===== src/verilog/par_out_regs.svh =====
// Constants for the parallel output ports
`ifndef PAR_OUT_REGS_SVH
`define PAR_OUT_REGS_SVH
`define CLK_PERIOD_NS  10
`define PCLK_PERIOD_NS 120
`define PCLK_HALF_CYC  ((`PCLK_PERIOD_NS / `CLK_PERIOD_NS) / 2)
`define DIV_W          4
`define PORT_COUNT     3
`define FIFO_DEPTH     8
`define DATA_W         16
`define CHAN_W         3
`endif


===== src/verilog/par_out_pkg.sv =====
// Types shared by the parallel output ports
`include "par_out_regs.svh"
package par_out_pkg;
  typedef struct packed {
    logic                  gain;
    logic                  inphase;
    logic [`CHAN_W-1:0]    chan;
    logic [`DATA_W-1:0]    data;
  } out_word_t;
endpackage


===== src/verilog/word_fifo_if.sv =====
// Valid/ready carrier between a port and its word FIFO
`timescale 1ns/10ps
`default_nettype none
interface word_fifo_if #(parameter int W = 21) ();
  logic         wr_valid;
  logic         wr_ready;
  logic [W-1:0] wr_data;
  logic         rd_valid;
  logic         rd_ready;
  logic [W-1:0] rd_data;
  modport store (input wr_valid, wr_data, rd_ready, output wr_ready, rd_valid, rd_data);
  modport user  (output wr_valid, wr_data, rd_ready, input wr_ready, rd_valid, rd_data);
endinterface
`default_nettype wire


===== src/verilog/word_fifo.sv =====
// Word FIFO with valid/ready on both sides
`timescale 1ns/10ps
`default_nettype none
module word_fifo #(
  parameter int W     = 21,
  parameter int DEPTH = 8
) (
  // Clock and reset
  input  wire logic    core_clk,
  input  wire logic    rst_n,
  // Both sides
  word_fifo_if.store   fq
);
  localparam int AW = $clog2(DEPTH);

  typedef struct packed {
    logic [AW-1:0] wp;
    logic [AW-1:0] rp;
    logic [AW:0]   cnt;
    logic          wr_ready;
  } fifo_state_t;

  fifo_state_t  s_q;
  fifo_state_t  s_d;
  logic [W-1:0] mem [DEPTH];
  logic         push;
  logic         pop;

  assign push        = fq.wr_valid && s_q.wr_ready;
  assign pop         = fq.rd_valid && fq.rd_ready;
  assign fq.wr_ready = s_q.wr_ready;
  assign fq.rd_valid = (s_q.cnt != '0);
  assign fq.rd_data  = mem[s_q.rp];

  always_comb begin
    s_d = s_q;
    if (push) begin
      s_d.wp = s_q.wp + AW'(1);
    end
    if (pop) begin
      s_d.rp = s_q.rp + AW'(1);
    end
    s_d.cnt      = s_q.cnt + (AW+1)'(push) - (AW+1)'(pop);
    // Ready is registered so the top sees it straight from a flop
    s_d.wr_ready = (s_d.cnt != (AW+1)'(DEPTH));
  end

  always_ff @(posedge core_clk or negedge rst_n) begin
    if (!rst_n) begin
      s_q <= '{wp: '0, rp: '0, cnt: '0, wr_ready: 1'b1};
    end else begin
      s_q <= s_d;
    end
  end

  // Storage needs no reset; empty count hides stale words
  always_ff @(posedge core_clk) begin
    if (push) begin
      mem[s_q.wp] <= fq.wr_data;
    end
  end
endmodule // word_fifo
`default_nettype wire


===== src/verilog/par_out_ports.sv =====
// Three parallel output ports with request/acknowledge and shared port clock
// Overview of operation
// - Master mode drives the port clock; slave mode takes it from the receiver.
// - Each port presents its word on its own 16-bit data bus.
// - Each port drives a 3-bit channel index with every word.
// - In-phase flag high for I data, low for Q data.
// - Gain-word flag high when the bus carries a gain word.
// - Each port drives its own active-high request.
// - Active-low master reset holds all port logic in reset.
`timescale 1ns/10ps
`default_nettype none
`include "par_out_regs.svh"
module par_out_ports (
  // Clock and reset
  input  wire logic                 core_clk,
  input  wire logic                 rst_n,
  // Port clock pin and mode strap
  input  wire logic                 master_mode,
  input  wire logic                 pclk_in,
  output logic                      pclk_out,
  output logic                      pclk_oe_n,
  // Core side, port A
  input  wire logic                 a_word_valid,
  input  wire logic [`DATA_W-1:0]   a_word_data,
  input  wire logic [`CHAN_W-1:0]   a_word_chan,
  input  wire logic                 a_word_inphase,
  input  wire logic                 a_word_gain,
  output logic                      a_word_ready,
  // Core side, port B
  input  wire logic                 b_word_valid,
  input  wire logic [`DATA_W-1:0]   b_word_data,
  input  wire logic [`CHAN_W-1:0]   b_word_chan,
  input  wire logic                 b_word_inphase,
  input  wire logic                 b_word_gain,
  output logic                      b_word_ready,
  // Core side, port C
  input  wire logic                 c_word_valid,
  input  wire logic [`DATA_W-1:0]   c_word_data,
  input  wire logic [`CHAN_W-1:0]   c_word_chan,
  input  wire logic                 c_word_inphase,
  input  wire logic                 c_word_gain,
  output logic                      c_word_ready,
  // Output port A
  output logic [`DATA_W-1:0]        out_a_data_bus,
  output logic [`CHAN_W-1:0]        out_a_channel_index,
  output logic                      out_a_inphase_flag,
  output logic                      out_a_gainword_flag,
  output logic                      out_a_request,
  input  wire logic                 out_a_acknowledge,
  // Output port B
  output logic [`DATA_W-1:0]        out_b_data_bus,
  output logic [`CHAN_W-1:0]        out_b_channel_index,
  output logic                      out_b_inphase_flag,
  output logic                      out_b_gainword_flag,
  output logic                      out_b_request,
  input  wire logic                 out_b_acknowledge,
  // Output port C
  output logic [`DATA_W-1:0]        out_c_data_bus,
  output logic [`CHAN_W-1:0]        out_c_channel_index,
  output logic                      out_c_inphase_flag,
  output logic                      out_c_gainword_flag,
  output logic                      out_c_request,
  input  wire logic                 out_c_acknowledge
);
  localparam int NP = `PORT_COUNT;
  localparam int WW = $bits(par_out_pkg::out_word_t);
  localparam logic [`DIV_W-1:0] HALF_M1 = `DIV_W'(`PCLK_HALF_CYC - 1);

  typedef struct packed {
    logic [1:0]                       mode_sync;
    logic [1:0]                       pclk_sync;
    logic                             pclk_prev;
    logic [`DIV_W-1:0]                div_cnt;
    logic                             pclk_drv;
    logic                             oe_n;
    logic [NP-1:0][1:0]               ack_sync;
    logic [NP-1:0]                    req;
    par_out_pkg::out_word_t [NP-1:0]  word;
  } state_t;

  state_t                  r_q;
  state_t                  r_d;
  logic                    master;
  logic                    tick;
  logic [NP-1:0]           ack_raw;
  logic [NP-1:0]           in_valid;
  logic [NP-1:0]           in_ready;
  par_out_pkg::out_word_t  in_word [NP];
  logic [NP-1:0]           fifo_valid;
  logic [NP-1:0]           fifo_pop;
  par_out_pkg::out_word_t  fifo_word [NP];

  assign ack_raw    = {out_c_acknowledge, out_b_acknowledge, out_a_acknowledge};
  assign in_valid   = {c_word_valid, b_word_valid, a_word_valid};
  assign in_word[0] = '{gain: a_word_gain, inphase: a_word_inphase, chan: a_word_chan,
                        data: a_word_data};
  assign in_word[1] = '{gain: b_word_gain, inphase: b_word_inphase, chan: b_word_chan,
                        data: b_word_data};
  assign in_word[2] = '{gain: c_word_gain, inphase: c_word_inphase, chan: c_word_chan,
                        data: c_word_data};
  assign a_word_ready = in_ready[0];
  assign b_word_ready = in_ready[1];
  assign c_word_ready = in_ready[2];

  // Each port buffers its words so a slow receiver stalls the core side
  for (genvar i = 0; i < NP; i++) begin : g_port
    word_fifo_if #(.W(WW)) fq ();
    assign fq.wr_valid   = in_valid[i];
    assign fq.wr_data    = in_word[i];
    assign in_ready[i]   = fq.wr_ready;
    assign fifo_valid[i] = fq.rd_valid;
    assign fifo_word[i]  = fq.rd_data;
    assign fq.rd_ready   = fifo_pop[i];
    word_fifo #(.W(WW), .DEPTH(`FIFO_DEPTH)) u_fifo (
      .core_clk (core_clk),
      .rst_n    (rst_n),
      .fq       (fq)
    );
  end

  assign master = r_q.mode_sync[1];
  // Master acts in the cycle after its own rise, so the receiver never sees
  // the word move at the edge it samples on; slave acts on the detected edge
  assign tick = master ? ((r_q.div_cnt == '0) && r_q.pclk_drv)
                       : (r_q.pclk_sync[1] && !r_q.pclk_prev);

  always_comb begin
    r_d = r_q;
    r_d.mode_sync = {r_q.mode_sync[0], master_mode};
    r_d.pclk_sync = {r_q.pclk_sync[0], pclk_in};
    r_d.pclk_prev = r_q.pclk_sync[1];
    r_d.oe_n      = !master;
    if (master) begin
      if (r_q.div_cnt == HALF_M1) begin
        r_d.div_cnt  = '0;
        r_d.pclk_drv = !r_q.pclk_drv;
      end else begin
        r_d.div_cnt = r_q.div_cnt + `DIV_W'(1);
      end
    end else begin
      // Slave mode leaves the pin undriven and parks the divider
      r_d.div_cnt  = '0;
      r_d.pclk_drv = 1'b0;
    end
    for (int i = 0; i < NP; i++) begin
      r_d.ack_sync[i] = {r_q.ack_sync[i][0], ack_raw[i]};
      fifo_pop[i] = 1'b0;
      if (tick) begin
        if (!r_q.req[i] || r_q.ack_sync[i][1]) begin
          fifo_pop[i] = fifo_valid[i];
          r_d.req[i]  = fifo_valid[i];
          if (fifo_valid[i]) begin
            r_d.word[i] = fifo_word[i];
          end
        end
      end
    end
  end

  always_ff @(posedge core_clk or negedge rst_n) begin
    if (!rst_n) begin
      r_q <= '{oe_n: 1'b1, default: '0};
    end else begin
      r_q <= r_d;
    end
  end

  assign pclk_out            = r_q.pclk_drv;
  assign pclk_oe_n           = r_q.oe_n;
  assign out_a_data_bus      = r_q.word[0].data;
  assign out_a_channel_index = r_q.word[0].chan;
  assign out_a_inphase_flag  = r_q.word[0].inphase;
  assign out_a_gainword_flag = r_q.word[0].gain;
  assign out_a_request       = r_q.req[0];
  assign out_b_data_bus      = r_q.word[1].data;
  assign out_b_channel_index = r_q.word[1].chan;
  assign out_b_inphase_flag  = r_q.word[1].inphase;
  assign out_b_gainword_flag = r_q.word[1].gain;
  assign out_b_request       = r_q.req[1];
  assign out_c_data_bus      = r_q.word[2].data;
  assign out_c_channel_index = r_q.word[2].chan;
  assign out_c_inphase_flag  = r_q.word[2].inphase;
  assign out_c_gainword_flag = r_q.word[2].gain;
  assign out_c_request       = r_q.req[2];
endmodule // par_out_ports
`default_nettype wire


===== config.mk =====
export PLATFORM = sky130hd
export DESIGN_NAME = par_out_ports
export DESIGN_NICKNAME = d
export VERILOG_FILES = /design/src/verilog/par_out_pkg.sv /design/src/verilog/word_fifo_if.sv /design/src/verilog/word_fifo.sv /design/src/verilog/par_out_ports.sv
export VERILOG_INCLUDE_DIRS = /design/src /design/src/verilog
export SDC_FILE = /design/constraint.sdc
export NUM_CORES = 1
export LEC_CHECK = 0
export BUFFER_PORTS_ARGS = -buffer_cell sky130_fd_sc_hd__buf_2
export CORE_ASPECT_RATIO = 1.75
export CORE_MARGIN = 10
export CORE_UTILIZATION = 35
export DETAILED_ROUTE_END_ITERATION = 8
export HOLD_SLACK_MARGIN = 0.15
export PLACE_DENSITY = 0.63
export SYNTH_ARGS = -nofsm -noshare
export SYNTH_HDL_FRONTEND = slang
export SYNTH_HIERARCHICAL = 1
export SYNTH_SLANG_ARGS = --single-unit

===== constraint.sdc =====
create_clock -name core_clk -period 3.7 [get_ports core_clk]
set_input_delay 0.74 -clock core_clk [delete_from_list [all_inputs] [get_ports core_clk]]
set_output_delay 0.74 -clock core_clk [all_outputs]
set_load 0.02 [all_outputs]

Word-level counts from Yosys, hierarchy flattened
Memory sizes are Yosys's and may differ from the RTL's. A register that Yosys moved wholly into a read port is not among the register bits.
Index checks and enable logic that the tools add are counted.
{"block": "word_totals", "wordCells": 91, "regBits": 53, "ram_bits": 504, "output_inout_bits": 71, "memories": 3, "inputBits": 73}
{"block": "classes", "reduce_logical": 30, "mux": 16, "addsub": 13, "n_eq_ne": 5}
{"name": "g_port[0].u_fifo.mem", "words": 8, "width": 21, "rd": 1, "rd_ports_with_merged_regs": 1, "write_ports": 1, "line": "word_fifo.sv:25", "text": "logic [W-1:0] mem [DEPTH];"}
{"name": "g_port[1].u_fifo.mem", "words": 8, "width": 21, "rd": 1, "rd_ports_with_merged_regs": 1, "write_ports": 1, "line": "word_fifo.sv:25"}
{"name": "g_port[2].u_fifo.mem", "words": 8, "width": 21, "rd": 1, "rd_ports_with_merged_regs": 1, "write_ports": 1, "line": "word_fifo.sv:25"}
{"cell": "$add A3 B1 Y3 const B", "n": 6}
{"cell": "$mux W1", "n": 14}
{"cell": "$add A4 B1 Y4", "n": 3}
{"cell": "$ne A4 B4 Y1 const B", "n": 3}
{"cell": "$reduce_bool A4 Y1", "n": 3}
{"cell": "$sub A4 B1 Y4", "n": 3}
{"cell": "$logic_not A1 Y1", "n": 9}
{"cell": "$reduce_and A3 Y1", "n": 3}
{"cell": "$logic_and A1 B1 Y1", "n": 8}
{"cell": "$reduce_and A2 Y1", "n": 3}
{"cell": "$mux W5", "n": 1}
{"cell": "$add A4 B1 Y4 const B", "n": 1}
{"cell": "$eq A4 B3 Y1 const B", "n": 1}
{"cell": "$logic_not A4 Y1", "n": 1}
{"cell": "$mux W4", "n": 1}
{"cell": "$logic_or A1 B1 Y1", "n": 3}
{"cell": "$ne A2 B1 Y1 const B", "n": 1}

Depth between registers and ports, before layout
{"block": "depth", "depth_word": 7, "mapped_depth": 17, "ltp_nobuf": 15}

Cells and area by module
Netlist, hierarchy kept.
{"module": "word_fifo", "area_each_um2": 7056.8, "n_inst": 3, "seq_area_each_um2": 5321.4, "cells_each": 300}
{"module": "par_out_ports", "area_each_um2": 3827.4, "n_inst": 1, "seq_area_each_um2": 2078.2, "cells_each": 246}

Worst setup path before layout
OpenSTA, ideal clock, no wires.
{"block": "synth_path", "path_type": "input-to-reg", "start": "input a_word_valid", "end": "memory g_port[0].u_fifo.mem[0][0] (enable)", "setup_time_ps": 452, "path_slack_ps": 304, "path_buffers": 0, "cell_stages": 2, "required_ps": 3248, "arrival_time_ps": 2944, "path_cell_list": "nand2_1 nor4_1"}
{"block": "synth_via", "elab_chain_cells": 3}
{"item": "from (decl)", "line": "par_out_ports.sv:23", "text": "input wire logic a_word_valid,"}
{"item": "$logic_and A1 B1 Y1", "line": "word_fifo.sv:29", "text": "assign push = fq.wr_valid && s_q.wr_ready;"}
{"item": "$mux W1", "line": "word_fifo.sv:58", "text": "if (push) begin"}
{"item": "$mux W1 (implied by the code)", "line": "word_fifo.sv:59", "text": "mem[s_q.wp] <= fq.wr_data;"}
{"item": "to (decl)", "line": "word_fifo.sv:25"}
No other way between the ends.

==> results.md <==
Critical path:
- The category of the worst setup path launch point is a flip-flop.
- Counting both buffers and inverters, the worst setup path holds a total of 5.
- The worst setup path is of the reg2reg kind.
- The biggest fanout along the worst timing path is 9.
- The critical path capture point is g_port[2].u_fifo/fq.wr_ready.
- The arrival time of the worst setup path is 3.70 ns.
- The critical path's largest stage delay is 0.50 ns.
- The data required time of the critical path is 4.23 ns.
- The worst reg-to-reg path cell count is 15.
- In this run the critical register-to-register path is captured at g_port[2].u_fifo/fq.wr_ready.
- In this run the critical register-to-register path is launched from r_q[74].
- The library cell contributing the largest single delay on the critical path is fa_1.
- The most critical setup path has its startpoint at r_q[74].
- The signal on the critical path passes through inv_1 > ha_1 > nand4bb_1 > o21ai_4 > and3_2 > nand2_1 > inv_1 > ha_1 > inv_1 > ha_1 > inv_1 > fa_1 > inv_1 > nor4b_1 > mux2i_1.
- The cell with the most instances on the worst path is inv_1.
- The worst register-to-register path has a setup slack of 0.53 ns.
- STA classifies the critical path endpoint as a flip-flop.
- The critical path's top delay family is adder cells.
- The cell depth of the worst setup path is 15.

Synth:
- The number of library cell types mapped by synthesis is 36.
- The number of synthesized flops with an enable pin is 504.
- The most instantiated flip-flop cell in the synthesis netlist is edfxtp_1.
- The fraction of synthesis flops using an asynchronous set or reset pin is 0.187.
- Counting flops and latches in the post-synthesis netlist gives 620.
- Yosys printed 6 warnings.
- The number of nets in the synthesized netlist is 1246.
- Sorting the synthesized cells by area gives the leading types as edfxtp_1, mux4_1, dfrtp_1.
- The post-synthesis area per instance is 21.8 µm².
- The fraction of synthesized cell area taken by the top area cell type is 0.605.
- The cell count after synthesis is 1146.
- The share of the Yosys chip area taken by registers is 0.722.
- edfxtp_1 takes more of the synthesized area than any other cell.
- The cell area after technology mapping is 0.0250 mm².

Clock tree:
- At the later pin of the worst-skew pair, clock insertion delay measures 0.63 ns.
- CTS placed an instance of clkbuf_16 at the clock tree root.
- The number of H-tree levels is 2.
- Clock-pin slew was measured on the worst setup and hold paths at 0.07 ns.
- No sink is reached through more buffers than the 3 on the longest clock path.
- TritonCTS created 57 clock buffers.
- Buffers added to address setup during post-CTS repair amount to 0.
- The number of sinks on the clock net is 620.
- TritonCTS built the clock tree.

Worst hold path:
- The path class of the tightest hold or removal check is in2reg.

Routing:
- The DRC violation count after routing is 0.
- Using the TritonRoute via totals, the vias-per-cell ratio works out to 4.90.
- The number of DRC violations after detailed-routing iteration 0 is 597.
- The detail-routed net length per standard cell is 22.3 µm.
- The detailed router placed 11000 vias in this run.
- The first detailed-routing pass took 4 iterations.
- The aggregate routed wire length is 50100 µm.
- Once detail routing completed, the nets flagged for antenna violations numbered 0.

Layout:
- The library cell used most frequently in the layout, excluding fill and tap cells, is edfxtp_1.
- Once layout is complete, the utilization of the core stands at 0.404.
- The library cells used most frequently in the layout, excluding fill and tap cells, are edfxtp_1, buf_2, dfrtp_1.
- The final net count is 1381.
- The finished cells cover 0.0286 mm².
- The growth of design area from synthesis to finish is 14.2%.
- The share of layout cells above drive strength 1 is 0.348.

Run:
- The total of max-cap violations is 0.

Timing:
- The setup TNS is 0 ns.
- For this run, the top clock speed supported by timing is 315 MHz.
- Subtracting the final worst setup slack from the clock period gives 3.17 ns.
- The number of pins with negative max-slew slack in the final report is 0.
- The worst path setup slack after routing is 0.526 ns.
- Setup repair after global routing left no endpoint under its margin.
- Measured against its own limit, the worst slew margin works out to 0.411.
- Setup violations remaining at the end of the flow were counted as 0.
- The post-route clock period utilization is 0.858.
- Across the routed clock network, the largest skew measured is 0.0321 ns.
- The number of hold violations in the final report is 0.
- For the pin with the worst max-slew slack, the measured transition is 0.881 ns.

Global route:
- The global-route wire length before repair is 76900 µm.
- Summed over all layers, the global routing overflow is 0.
- The number of antenna violations at the first check in global routing is 7.
- The total routing usage reported by global routing is 0.120.
- The maximum number of pins on one net before global-route repair is 68.
- The via count of the first global-routing pass is 12400.

Power:
- For this design the static power due to leakage is 0.0102 µW.
- The overall power of the completed layout is 22100 µW.
- The total power divided by cell area is 775 mW/mm².
- The peak supply drop is 0.515 mV.

Placed design:
- The number of port buffers is 143.
- The area after detailed placement is 0.0265 mm².
- The HPWL after detailed placement is 29900 µm.
- The routability-driven placement congestion ratio is 0.716.
- The post-place setup slack is 0.516 ns.

Status:
- The run finished with clean final reports.

Floorplan:
- Row generation in the floorplan step produced 129 rows.
- The die covers 0.0829 mm².
- In this run the horizontal extent of the chip is 222 µm.
- The placeable core region is 0.0707 mm².
- 144 I/O pins were placed.
- The initial core utilization is 0.354.
- The overall die height is 374 µm.
==> metal layers <==
metal / track usage / wire length [µm] / up-vias
met5: 0 / 36 / -
met4: 0.0371 / 1120 / 6
met3: 0.0304 / 2740 / 73
met2: 0.220 / 26900 / 221
met1: 0.134 / 19400 / 5829
li1: - / - / 4890
==> worst min path at each step <==
stage | start | endpoint | cells after the start
2_1_floorplan | r_d[82] | master | 0
3_3_place_gp | r_d[67] | r_q[67] | 0
3_5_place_dp | r_d[71] | r_q[71] | 0
4_1_cts | pclk_in | r_d[80] | 1
5_1_grt | out_b_acknowledge | r_d[69] | 1
6_report | out_b_acknowledge | r_d[69] | 1
==> per-stage QoR <==
| step | cells | hold WS, ns |
|---|---|---|
| after floorplan | 1146 | 0.331 |
| after global placement | 2138 | 0.337 |
| after detailed placement | 2138 | 0.340 |
| after CTS | 2247 | 0.169 |
| after global routing | 2247 | 0.177 |
| final | 2248 | 0.219 |
==> state kept, by name (all words and copies together), names as in the netlist, 6 cells and up <==
name and cells:
g_port.u_fifo/mem 504, out_c_data_bus 16, out_a_data_bus 16, g_port.u_fifo/s_q 30, out_b_data_bus 16, r_d 6
r_q 8
==> final cells by class <==
class                           count  area (µm²)
Antenna cell                        1        2.50
Fill cell                        6246       42100
Timing Repair Buffer              178        1020
Multi-Input combinational cell    396        6150
Clock inverter                     34         536
Sequential cell                   620       18000
Inverter                           28         105
Clock buffer                       74        1550
Tap cell                          917        1150
==> cells by family (layout without fill, tap and decap cells) <==
logic type / Yosys count / after routing / synth area share
mux: 262 / 262 / 0.199
xor+xnor: 19 / 19 / 0.00666
fa+ha+maj: 27 / 27 / 0.0144
simple gates: 76 / 76 / 0.0166
other cells: 0 / 1 / 0
compound gates: 12 / 12 / 0.00375
flops: 620 / 620 / 0.722
buf+inv: 130 / 314 / 0.0374
==> where the power goes <==
part,leakage (µW),switching (µW),internal (µW),total [µW]
combinational,0.00325,3010,3040,6050
sequential,0.00595,713,8930,9650
clock,0.00100,2610,3830,6440
==> worst reg2reg max path, delay by kind of cell (launching register included) <==
| kind | cells | cell delay [ns] |
|---|---|---|
| fa+ha+maj | 4 | 1.03 |
| compound gates | 1 | 0.30 |
| flops | 1 | 0.42 |
| simple gates | 4 | 0.85 |
| mux | 1 | 0.12 |
| buf+inv | 5 | 0.35 |
==> cell usage after synthesis, types with 2 or more instances <==
cell        n
a21o_1      3
nor2_1     12
nor4b_1     3
mux2_2     76
buf_4      57
buf_1       3
dfstp_2     4
buf_12      6
inv_1      28
nor4_1      6
or3b_2      3
nand2_1    12
nor3_1     13
xnor2_1    15
nand2b_1    9
mux2_4     57
clkbuf_1   18
mux2i_1     3
mux4_1    108
xor2_1      4
mux4_2     18
nand3_1    10
a22o_2      3
and3_1      3
dfrtp_1   112
and3_2      2
buf_6      18
a21oi_1     4
edfxtp_1  504
fa_1        3
ha_1       24
==> timing repair <==
| action | in CTS | in global routing |
|---|---|---|
| setup endpoints to repair | 0 | 0 |
| hold buffers | 1 | 0 |
| endpoints found under the hold margin | 7 | 0 |
| resized for setup | 0 | 0 |
Note: power is estimated with default switching activity, not from simulation.
